**src/verilog/cvi_map.svh**
```systemverilog
`ifndef CVI_MAP_SVH
`define CVI_MAP_SVH
// Register byte offsets on the APB port.
`define CVI_OFF_WIN_END      12'h000
`define CVI_OFF_IRQ_CTRL     12'h004
`define CVI_OFF_MODE         12'h008
`define CVI_OFF_START2       12'h00c
`define CVI_OFF_STATUS       12'h010
`define CVI_OFF_IRQ_MASK     12'h014
`define CVI_OFF_COUNT        12'h018
// Field positions: high field and width shared by the window and interrupt registers, then interrupt-control enable and select bits.
`define CVI_HI_LSB           16
`define CVI_FIELD_W          12
`define CVI_BIT_F2_ENABLE    31
`define CVI_BIT_SYNC_SEL     30
`define CVI_BIT_F1_ENABLE    15
// Writable bit masks; everything else reads as zero except mode bit 2 (field 2 enable), status bit 3 (frame sync) and the read-only count register.
`define CVI_MASK_WIN         32'h0fff0ffe
`define CVI_MASK_IRQ_CTRL    32'hcfff8fff
`define CVI_MASK_MODE        32'h00000003
`define CVI_MASK_STATUS      32'h00000007
// Reset values.
`define CVI_RST_ZERO         32'h00000000
// Status bit positions.
`define CVI_ST_VIRQ          0
`define CVI_ST_F2_DONE       1
`define CVI_ST_F2_START      2
`define CVI_ST_SYNC          3
`endif

```
**src/verilog/cvi_pkg.sv**
```systemverilog
package cvi_pkg;
    // Capture mode selected by software.
    typedef enum logic [1:0] {
        CVI_MODE_BT656 = 2'h0,
        CVI_MODE_YC    = 2'h1,
        CVI_MODE_RAW   = 2'h2,
        CVI_MODE_BYTES = 2'h3
    } cvi_mode_type;

    // Field 2 window state.
    typedef enum logic [1:0] {
        CVI_WIN_IDLE,
        CVI_WIN_ACTIVE,
        CVI_WIN_DONE
    } cvi_win_type;
endpackage

```
**src/verilog/cvi_sync2.sv**
```systemverilog
`timescale 1ns/100ps
// Two-flop synchroniser for pin-side levels.
module cvi_sync2 #(
    parameter int WIDTH = 1
) (
    input  wire logic             clk,
    input  wire logic             nrst,
    input  wire logic             clkEn,
    input  wire logic [WIDTH-1:0] asyncIn,
    output logic      [WIDTH-1:0] syncOut
);
    logic [WIDTH-1:0] stage1_reg;

    // First stage is read only by the second stage.
    always_ff @(posedge clk or negedge nrst) begin
        if (!nrst) begin
            stage1_reg <= '0;
            syncOut    <= '0;
        end else if (clkEn) begin
            stage1_reg <= asyncIn;
            syncOut    <= stage1_reg;
        end
    end
endmodule

```
**src/verilog/cvi_counters.sv**
```systemverilog
`timescale 1ns/100ps
// Pixel and line counters of the capture channel.
module cvi_counters #(
    parameter int CW = 12
) (
    input  wire logic          clk,
    input  wire logic          nrst,
    input  wire logic          clkEn,
    input  wire logic          active,
    input  wire logic          pixelValid,
    input  wire logic          hEvent,
    input  wire logic          vEvent,
    output logic      [CW-1:0] pixelCounter,
    output logic      [CW-1:0] lineCounter
);
    // counter reset events
    always_ff @(posedge clk or negedge nrst) begin
        if (!nrst) begin
            pixelCounter <= '0;
        end else if (clkEn && active) begin
            if (hEvent) begin
                pixelCounter <= '0;
            end else if (pixelValid) begin
                pixelCounter <= pixelCounter + 1'b1;
            end
        end
    end

    // Lines advance on each horizontal event; vertical event restarts them.
    always_ff @(posedge clk or negedge nrst) begin
        if (!nrst) begin
            lineCounter <= '0;
        end else if (clkEn && active) begin
            if (vEvent) begin
                lineCounter <= '0;
            end else if (hEvent) begin
                lineCounter <= lineCounter + 1'b1;
            end
        end
    end
endmodule

```
**src/verilog/cvi_capture_f2.sv**
```systemverilog
`timescale 1ns/100ps
`include "cvi_map.svh"
// Notes on behaviour
// Field 2 capture ends at the line held in the last-line field.
// Last pixel is field value minus one; its low bit reads as zero.
// Field 2 end register is ignored in raw and byte-stream modes.
// Reserved bits read zero and writes to them do nothing.
// In video modes, vertical interrupt fires at end of matching line.
// Two 12-bit interrupt-line fields, field 2 high, field 1 low, reset zero.
// Bit 15 enables field 1 interrupt, bit 31 field 2.
// Select bit zero: frame-sync flag cleared in field 1 at its line.
// Select bit one: frame-sync flag cleared in field 2 at its line.
// Pixel counter resets on horizontal event, line counter on vertical event.
// Field 2 capture starts at start pixel and start line when enabled.
// After last pixel of last line, nothing stored until next start.
module cvi_capture_f2 #(
    parameter int CW = 12
) (
    input  wire logic          clk,
    input  wire logic          nrst,
    input  wire logic          clkEn,
    input  wire logic          psel,
    input  wire logic          penable,
    input  wire logic          pwrite,
    input  wire logic [11:0]   paddr,
    input  wire logic [31:0]   pwdata,
    output logic      [31:0]   prdata,
    output logic               pready,
    output logic               pslverr,
    input  wire logic          vidValid,
    input  wire logic          vidHEvent,
    input  wire logic          vidVEvent,
    input  wire logic          vidField2,
    input  wire logic          frameSyncSet,
    output logic               sampleStore,
    output logic               frameSyncFlag,
    output logic               irq
);
    logic [31:0]         winEnd_reg;
    logic [31:0]         irqCtrl_reg;
    logic [31:0]         start2_reg;
    logic [31:0]         irqMask_reg;
    logic [2:0]          status_reg;
    logic                f2Enable_reg;
    cvi_pkg::cvi_mode_type mode_reg;
    cvi_pkg::cvi_win_type  win_reg;
    logic [3:0]          pinSync;
    logic                hEvtD_reg;
    logic                vidModeOk;
    logic [CW-1:0]       pixelCounter;
    logic [CW-1:0]       lineCounter;
    logic [CW-1:0]       lastLine;
    logic [CW-1:0]       lastPixel;
    logic [CW-1:0]       firstLine;
    logic [CW-1:0]       firstPixel;
    logic [CW-1:0]       f1IrqLine;
    logic [CW-1:0]       f2IrqLine;
    logic                inField2;
    logic                lineEnd;
    logic                irqLineHit;
    logic                syncClrHit;
    logic                startHit;
    logic                endHit;
    logic                wrEn;
    logic                rdEn;
    logic [2:0]          stEvents;

    // Pin-side video strobes pass two flops before any logic.
    cvi_sync2 #(
        .WIDTH (4)
    ) uSync (
        .clk     (clk),
        .nrst    (nrst),
        .clkEn   (clkEn),
        .asyncIn ({vidValid, vidHEvent, vidVEvent, vidField2}),
        .syncOut (pinSync)
    );

    assign inField2  = pinSync[0];
    // video modes only
    assign vidModeOk = (mode_reg == cvi_pkg::CVI_MODE_BT656) || (mode_reg == cvi_pkg::CVI_MODE_YC);

    cvi_counters #(
        .CW (CW)
    ) uCnt (
        .clk          (clk),
        .nrst         (nrst),
        .clkEn        (clkEn),
        .active       (vidModeOk),
        .pixelValid   (pinSync[3]),
        .hEvent       (pinSync[2]),
        .vEvent       (pinSync[1]),
        .pixelCounter (pixelCounter),
        .lineCounter  (lineCounter)
    );

    // last line field
    assign lastLine   = winEnd_reg[`CVI_HI_LSB +: CW];
    // last pixel is even end value minus one
    assign lastPixel  = {winEnd_reg[CW-1:1], 1'b0} - 1'b1;
    assign firstLine  = start2_reg[`CVI_HI_LSB +: CW];
    assign firstPixel = {start2_reg[CW-1:1], 1'b0};
    // interrupt line fields
    assign f1IrqLine  = irqCtrl_reg[CW-1:0];
    assign f2IrqLine  = irqCtrl_reg[`CVI_HI_LSB +: CW];

    // A line ends at the horizontal event that closes it; hold the event one cycle to find its first cycle.
    always_ff @(posedge clk or negedge nrst) begin
        if (!nrst) begin
            hEvtD_reg <= 1'b0;
        end else if (clkEn) begin
            hEvtD_reg <= pinSync[2];
        end
    end
    // The counter has not yet advanced at the event, so it still names the ending line.
    assign lineEnd = pinSync[2] && !hEvtD_reg;

    // end of line match
    // per field enables
    assign irqLineHit = vidModeOk && lineEnd &&
                        ((!inField2 && irqCtrl_reg[`CVI_BIT_F1_ENABLE] && lineCounter == f1IrqLine) ||
                         (inField2 && irqCtrl_reg[`CVI_BIT_F2_ENABLE] && lineCounter == f2IrqLine));

    // clear in field 1
    // clear in field 2
    assign syncClrHit = vidModeOk && lineEnd &&
                        (irqCtrl_reg[`CVI_BIT_SYNC_SEL] ? (inField2 && lineCounter == f2IrqLine)
                                                          : (!inField2 && lineCounter == f1IrqLine));

    // start condition
    assign startHit = vidModeOk && f2Enable_reg && inField2 &&
                      pixelCounter == firstPixel && lineCounter == firstLine;
    // end condition
    assign endHit   = pinSync[3] && pixelCounter == lastPixel && lineCounter == lastLine;

    // Field 2 window state machine.
    always_ff @(posedge clk or negedge nrst) begin
        if (!nrst) begin
            win_reg <= cvi_pkg::CVI_WIN_IDLE;
        end else if (clkEn) begin
            unique case (win_reg)
                cvi_pkg::CVI_WIN_IDLE: begin
                    if (startHit) begin
                        win_reg <= cvi_pkg::CVI_WIN_ACTIVE;
                    end
                end
                cvi_pkg::CVI_WIN_ACTIVE: begin
                    // abandon outside video modes
                    if (!vidModeOk || !inField2) begin
                        win_reg <= cvi_pkg::CVI_WIN_IDLE;
                    end else if (endHit) begin
                        win_reg <= cvi_pkg::CVI_WIN_DONE;
                    end
                end
                cvi_pkg::CVI_WIN_DONE: begin
                    // wait for next field or frame; a repeated field 2 frame restarts the window.
                    if (!inField2 || pinSync[1]) begin
                        win_reg <= cvi_pkg::CVI_WIN_IDLE;
                    end
                end
            endcase
        end
    end

    // Sample store strobe is a flop so it lines up with registered data downstream.
    always_ff @(posedge clk or negedge nrst) begin
        if (!nrst) begin
            sampleStore <= 1'b0;
        end else if (clkEn) begin
            sampleStore <= pinSync[3] && ((win_reg == cvi_pkg::CVI_WIN_ACTIVE) || startHit);
        end
    end

    // Frame-sync flag: set by the source side, cleared at the chosen line; set wins.
    always_ff @(posedge clk or negedge nrst) begin
        if (!nrst) begin
            frameSyncFlag <= 1'b0;
        end else if (clkEn) begin
            if (frameSyncSet) begin
                frameSyncFlag <= 1'b1;
            end else if (syncClrHit) begin
                frameSyncFlag <= 1'b0;
            end
        end
    end

    // APB: zero wait states, every access answered in the access phase.
    assign pready  = 1'b1;
    assign pslverr = 1'b0;
    assign wrEn    = psel && penable && pwrite;
    assign rdEn    = psel && !penable && !pwrite;

    // reserved bits masked
    always_ff @(posedge clk or negedge nrst) begin
        if (!nrst) begin
            winEnd_reg   <= `CVI_RST_ZERO;
            irqCtrl_reg  <= `CVI_RST_ZERO;
            start2_reg   <= `CVI_RST_ZERO;
            irqMask_reg  <= `CVI_RST_ZERO;
            mode_reg     <= cvi_pkg::CVI_MODE_BT656;
            f2Enable_reg <= 1'b0;
        end else if (clkEn && wrEn) begin
            unique case (paddr)
                `CVI_OFF_WIN_END:  winEnd_reg  <= pwdata & `CVI_MASK_WIN;
                `CVI_OFF_IRQ_CTRL: irqCtrl_reg <= pwdata & `CVI_MASK_IRQ_CTRL;
                `CVI_OFF_START2:   start2_reg  <= pwdata & `CVI_MASK_WIN;
                `CVI_OFF_IRQ_MASK: irqMask_reg <= pwdata & `CVI_MASK_STATUS;
                `CVI_OFF_MODE: begin
                    mode_reg     <= cvi_pkg::cvi_mode_type'(pwdata[1:0]);
                    f2Enable_reg <= pwdata[2];
                end
                default: ;
            endcase
        end
    end

    // Sticky events: vertical irq, field 2 done, field 2 start.
    assign stEvents = {startHit && win_reg == cvi_pkg::CVI_WIN_IDLE,
                       endHit && win_reg == cvi_pkg::CVI_WIN_ACTIVE,
                       irqLineHit};

    // Write one to clear; a new event in the same cycle wins over the clear.
    always_ff @(posedge clk or negedge nrst) begin
        if (!nrst) begin
            status_reg <= 3'h0;
        end else if (clkEn) begin
            if (wrEn && paddr == `CVI_OFF_STATUS) begin
                status_reg <= (status_reg & ~pwdata[2:0]) | stEvents;
            end else begin
                status_reg <= status_reg | stEvents;
            end
        end
    end

    assign irq = |(status_reg & irqMask_reg[2:0]);

    // Read data registered in the setup phase, valid in the access phase.
    always_ff @(posedge clk or negedge nrst) begin
        if (!nrst) begin
            prdata <= 32'h0;
        end else if (clkEn && rdEn) begin
            unique case (paddr)
                `CVI_OFF_WIN_END:  prdata <= winEnd_reg;
                `CVI_OFF_IRQ_CTRL: prdata <= irqCtrl_reg;
                `CVI_OFF_START2:   prdata <= start2_reg;
                `CVI_OFF_IRQ_MASK: prdata <= irqMask_reg;
                `CVI_OFF_MODE:     prdata <= {29'h0, f2Enable_reg, mode_reg};
                `CVI_OFF_STATUS:   prdata <= {28'h0, frameSyncFlag, status_reg};
                `CVI_OFF_COUNT:    prdata <= {4'h0, lineCounter, 4'h0, pixelCounter};
                default:           prdata <= 32'h0;
            endcase
        end
    end
endmodule

```
**config.mk**
```make
export PLATFORM = sky130hd
export DESIGN_NAME = cvi_capture_f2
export DESIGN_NICKNAME = d
export VERILOG_FILES = /design/src/verilog/cvi_pkg.sv /design/src/verilog/cvi_sync2.sv /design/src/verilog/cvi_counters.sv /design/src/verilog/cvi_capture_f2.sv
export VERILOG_INCLUDE_DIRS = /design/src /design/src/verilog
export SDC_FILE = /design/constraint.sdc
export NUM_CORES = 1
export LEC_CHECK = 0
export BUFFER_PORTS_ARGS = -buffer_cell sky130_fd_sc_hd__buf_2
export CORE_UTILIZATION = 53
export CTS_CLUSTER_SIZE = 25
export DETAILED_ROUTE_END_ITERATION = 6
export PLACE_DENSITY = 0.77
export SYNTH_ARGS = -nofsm -noshare
export SYNTH_HDL_FRONTEND = slang
export SYNTH_SLANG_ARGS = --single-unit
```
**constraint.sdc**
```tcl
create_clock -name clk -period 2.35 [get_ports clk]
set_input_delay 0.3525 -clock clk [delete_from_list [all_inputs] [get_ports clk]]
set_output_delay 0.3525 -clock clk [all_outputs]
set_load 0.02 [all_outputs]
```
### Yosys cells after proc, flatten, opt, wreduce, memory -nomap -nowiden

Cells that the tools add are included.

* eq/ne operators: 18
* reductions and logical operators: 53
* bitwise operators: 5
* add/subtract/negate cells: 3
* muxes and demuxes: 14

Operators with widths (count)
* $pmux W32 S7: 1
* $eq A12 B12 Y1: 6
* $mux W12: 4
* $eq A12 B5 Y1 const B: 3
* $logic_and A1 B1 Y1: 27
* $add A12 B1 Y12 const B: 2
* $eq A12 B4 Y1 const B: 2
* $reduce_and A2 Y1: 8
* $eq A12 B3 Y1 const B: 1
* $logic_not A12 Y1: 1
* $sub A12 B1 Y12 const B: 1
* $mux W2: 4
* $and A3 B3 Y3: 2
* $or A3 B3 Y3: 2
* $pmux W2 S3: 1
* $reduce_bool A2 Y1: 3
* $logic_not A1 Y1: 5
* $logic_or A1 B1 Y1: 5
* $eq A2 B1 Y1 const B: 2
* $logic_not A2 Y1: 2
* $ne A2 B2 Y1 const B: 2
* $reduce_and A4 Y1: 1
* $mux W1: 3
* $mux W3: 1
* 4 further kinds: 4

* output and inout bits: 37
* bits in registers: 151
* input port bits: 55

### Logic depth before layout (Yosys ltp)

* depth in word-level cells: 9
* gate-level depth with buffers: 10
* depth with buffers taken out: 9

### Cells and area by module

Synthesis repeated with hierarchy kept, for this count alone.

* cell total of the unflattened synthesis: 706
* area, all modules: 7792.5 µm²

Modules (own cells, without submodules)
* cvi_capture_f2: instances 1, cells an instance 554, sequential area each 2852.7 µm², area each 6094.6 µm²
* cvi_counters: instances 1, cells an instance 135, sequential area each 600.6 µm², area each 1366.3 µm²
* cvi_sync2: instances 1, cells an instance 17, sequential area each 200.2 µm², area each 331.6 µm²

### Least setup slack after synthesis

No wires, ideal clock.

* path kind: register to register
* from: reg winEnd_reg[1]
* to: reg win_reg[0]
* path slack: 0.185 ns
* arrival: 2.085 ns
* required time: 2.271 ns
* buffers on the path: 1
* cell stages (with the launch flop): 10
* library setup time: 0.079 ns
* cells stage by stage: dfrtp_1 > buf_2 > inv_1 > ha_1 > or4b_1 > a211o_1 > a22oi_2 > nand4_2 > a21oi_2 > mux2i_1

* cells in the longest elaborated chain, start to end: 6

Ends and longest elaborated chain
* start, declared: line cvi_capture_f2.sv:39 `logic [31:0] winEnd_reg;`
* start signal, assigned: line cvi_capture_f2.sv:196 `` winEnd_reg <= `CVI_RST_ZERO; ``
* start signal, assigned: line cvi_capture_f2.sv:204 `` `CVI_OFF_WIN_END: winEnd_reg <= pwdata & `CVI_MASK_WIN; ``
* $sub A12 B1 Y12: line cvi_capture_f2.sv:100 `assign lastPixel = {winEnd_reg[CW-1:1], 1'b0} - 1'b1;`
* $eq A12 B12 Y1: line cvi_capture_f2.sv:134 `assign endHit = pinSync[3] && pixelCounter == lastPixel && lineCounter == lastLine;`
* $logic_and A1 B1 Y1 (2 in series): line cvi_capture_f2.sv:134
* $ne A3 B3 Y1 (no source line)
* $reduce_and A4 Y1 (no source line)
* end signal, assigned: line cvi_capture_f2.sv:139 `win_reg <= cvi_pkg::CVI_WIN_IDLE;`
* end signal, assigned: line cvi_capture_f2.sv:144 `win_reg <= cvi_pkg::CVI_WIN_ACTIVE;`
* end signal, assigned: line cvi_capture_f2.sv:150 `win_reg <= cvi_pkg::CVI_WIN_IDLE;`
* end, declared: line cvi_capture_f2.sv:46 `cvi_pkg::cvi_win_type win_reg;`

Every way passes these cells.
A chain may end at the register's enable or synchronous reset.

### Final worst setup path

* from: reg winEnd_reg[2]
* to: reg win_reg[0]

Same word-level chain as after synthesis.

==> flow_summary.toml <==
[routing]
routed_via_density = 6.13
routed_wl_um = 20800
final_antenna_net_count = 0
drtIter0Drc = 615
wire_per_inst_um = 20.7
detail_route.drc_violations = 0
dr.pass1.iters = 5
routed_via_count = 6165

[setup_path]
critical_path.startpoint = "winEnd_reg[2]"
list_of_cells_traversed_by_the_critical_path = "inv_2, ha_4, or4b_1, a211o_1, a22oi_2, nand4_2, a21oi_2, mux2i_1"
endpoint_kind_of_the_worst_setup_timing_path = "flip-flop"
cp_slowest_stage_delay_ns = 0.52
cp.depth = 8
worstPathArrival_ns = 2.60
rrSetupSlack_ns = 0.11
timing.critical_path.fanout_max = 5
rr_worst_depth = 8
worstReg2RegStart = "winEnd_reg[2]"
cp-start-kind = "flip-flop"
critical_path.top_delay_family = "simple AND/OR/NAND/NOR gates"
crit_slowest_cell = "or4b_1"
r2r-end = "win_reg[0]"
end_of_the_critical_path = "win_reg[0]"
critPathBufInv = 1
crit_required_ns = 2.71
worst_setup_path_category = "reg -> reg"

[global_routing]
grt_use_total_pct = 29.4
wire_length_of_the_first_global_routing_pass_um = 32700
vias_in_the_first_global_route = 6041
globalRouteOverflowTotal = 0
grt_max_degree = 49
grt_busiest_layer = "met2"
global_route.usage.met2_pct = 46.2
use_met3_pct = 6.13
antenna_found_initial = 0
met1_track_utilization_from_global_routing_pct = 40.0

[sta]
timing.final.crit_share_pct = 95.3
finalWorstSetupSlack_ns = 0.110
slew_viol_final = 0
post-route-min-period_ns = 2.24
grt_setup_unrepaired = "false"
report.final.setup_viol = 0
fin_worst_skew_ns = 0.00808
worst_slew_margin_rel_pct = 52.1
fmaxAchievable_ghz = 0.446
hold_viol_final = 0
worstMarginPinSlew_ns = 0.714

[finish]
antennaDiodeCount = 0
area_growth_syn_to_layout_pct = 18.2
fin_nets = 873
number_of_fillers_in_the_final_layout = 1060
final_layout_size_suffix_gt1_share_pct = 29.1
postLayoutCoreUtil_pct = 64.9

[logic_synthesis]
post-synth-top-count-cell = "dfrtp_1"
post_synth_most_frequent_cells = "146 x dfrtp_1, 60 x mux2_2, 55 x nor2_1"
synth_mux_area_share_pct = 12.9
synth-compound-area-share_pct = 12.0
yosys.area_share.xor_xnor_pct = 10.0
avgSynthCellArea_um2 = 10.6
combinational_family_with_the_most_area_after_synthesis = "multiplexers"
netlist_area_mm2 = 0.00771
synth.ff_latch_count = 146
yosysWarnings = 0
seq_area_frac_synth_pct = 47.4
synthArstFlopShare_pct = 100
number_of_flops_mapped_to_enable_cells_by_yosys = 0
post_synth_main_area_contributors = "dfrtp_1 47%, mux2_2 8.8%, xor2_1 5.3%"
fraction_of_the_mapped_netlist_area_in_simple_logic_gates_pct = 12.1
yosysTopAreaCell = "dfrtp_1"
synth_cell_type_count = 64
netlist.area_leader.share_pct = 47.4
synth_adder_area_share_pct = 0.974
postSynthCellCount = 724
synth-main-ff-cell = "dfrtp_1"

[cts]
worst_skew_pair_later_pin_latency_ns = 0.43
cts.root.buffer_cell = "clkbuf_16"
max-clock-path-buffers = 2
cts_tree = "yes"
cts_made_buffers = 17
htreeDepth = 4
path_clk_slew_ns = 0.07
cts_sinks = 146

[pwr]
power.leakage_nw = 4.39
power_density_mw_per_mm2 = 682
pwr-share-seq_pct = 43.4
power_frac_clock_pct = 44.1
power.share.combinational_pct = 12.5
net_load_switching_power_mw = 1.71
switching_share_pct = 27.5
internal_power_consumption_mw = 4.50
ir_worst_vdd_v = 0.000581

[place]
post-dp-hpwl_um = 14700
port_buffers = 79
dp_worst_setup_slack_ns = -0.0377
gp_congestion = 0.929

[floorplan]
core_region_area_mm2 = 0.0140
horiz_die_dim_um = 123
full_die_area_mm2 = 0.0150
die_ht_um = 123
core.rowCount = 43
ios = 92
initial_utilization_pct = 54.9

[outcome]
run_status = "finished clean"

[min_path]
min_path_type = "in -> reg"

[flow_run]
max_cap_violations = 0
## cells by family (layout without fill, tap and decap cells)
group | Yosys count | after routing
AND/OR/NAND/NOR | 189 | 189
XOR/XNOR | 88 | 88
buffers and inverters | 78 | 174
AO/OA/AOI/OAI | 128 | 128
multiplexers | 87 | 87
other | 2 | 7
adder cells (fa/ha/maj) | 6 | 6
flip-flops | 146 | 146
## worst min-delay path by stage
stage            startpoint         endpoint  slack, ns  cells past startpoint
2_1_floorplan          nrst     f2Enable_reg       0.06                      0
3_5_place_dp           nrst        prdata[3]       0.33                      1
4_1_cts        frameSyncSet    frameSyncFlag       0.12                      3
3_3_place_gp           nrst        prdata[2]       0.32                      1
6_report       frameSyncSet    frameSyncFlag       0.13                      3
5_1_grt          pwdata[30]  irqCtrl_reg[30]       0.14                      2
## final cells by class
class	count	area (um^2)	area share, %
Clock inverter	15	170	1.87
Tap cell	180	225	2.47
Clock buffer	17	425	4.67
Timing Repair Buffer	126	795	8.72
Sequential cell	146	3650	40.1
Multi-Input combinational cell	505	3780	41.5
Inverter	16	60.1	0.659
## placed cells by master (no fill, tap or decap), types with 14 or more instances in the layout
cell / instances
dfrtp_1: 146
buf_2: 78
mux2_2: 60
nor2_1: 55
nand2_1: 53
xor2_1: 47
o21ai_0: 43
buf_4: 43
xnor2_1: 41
a221oi_1: 23
a22oi_1: 21
mux2_1: 20
nand4_1: 17
clkbuf_16: 17
inv_1: 14
nand3_1: 14
## per-layer routing
metal  up-vias  wire [um]
li1       2746          -
met1      3059       8860
met2       313       9950
met3        47       1460
met4         0        519
met5         -          0
## per-stage QoR
step           total power [mW]  TNS (ns)  hold WS (ns)  area (um^2)  instances
6_report                   6.21         0         0.129         9110       1005
3_5_place_dp               3.48   -0.0377         0.330         8450        971
2_1_floorplan              3.16         0        0.0569         7730        729
4_1_cts                    6.21         0         0.117         9060       1004
3_3_place_gp               3.44         0         0.321         8450        971
5_1_grt                    6.43         0         0.144         9110       1005
## power by group through the flow
| stage | logic, mW | clock network, mW | registers (mW) |
|---|---|---|---|
| 2_1_floorplan | 0.471 | 0 | 2.69 |
| 4_1_cts | 0.749 | 2.77 | 2.69 |
| 5_1_grt | 0.844 | 2.88 | 2.70 |
| 3_3_place_gp | 0.708 | 0 | 2.73 |
| 6_report | 0.780 | 2.74 | 2.70 |
| 3_5_place_dp | 0.738 | 0 | 2.74 |
## tightest hold or removal path: stages
cell and delay (ns):
buf_2 0.07, nand2_1 0.04, nand2_1 0.06
## repair_timing
action,CTS,global route
setup endpoints to repair,1,4
hold endpoints to repair,43,0
gates cloned,0,0
pin swaps,0,3
setup buffers,0,1
resized for setup,1,10
hold buffers,1,0
Note: power is estimated with default switching activity, not from simulation.
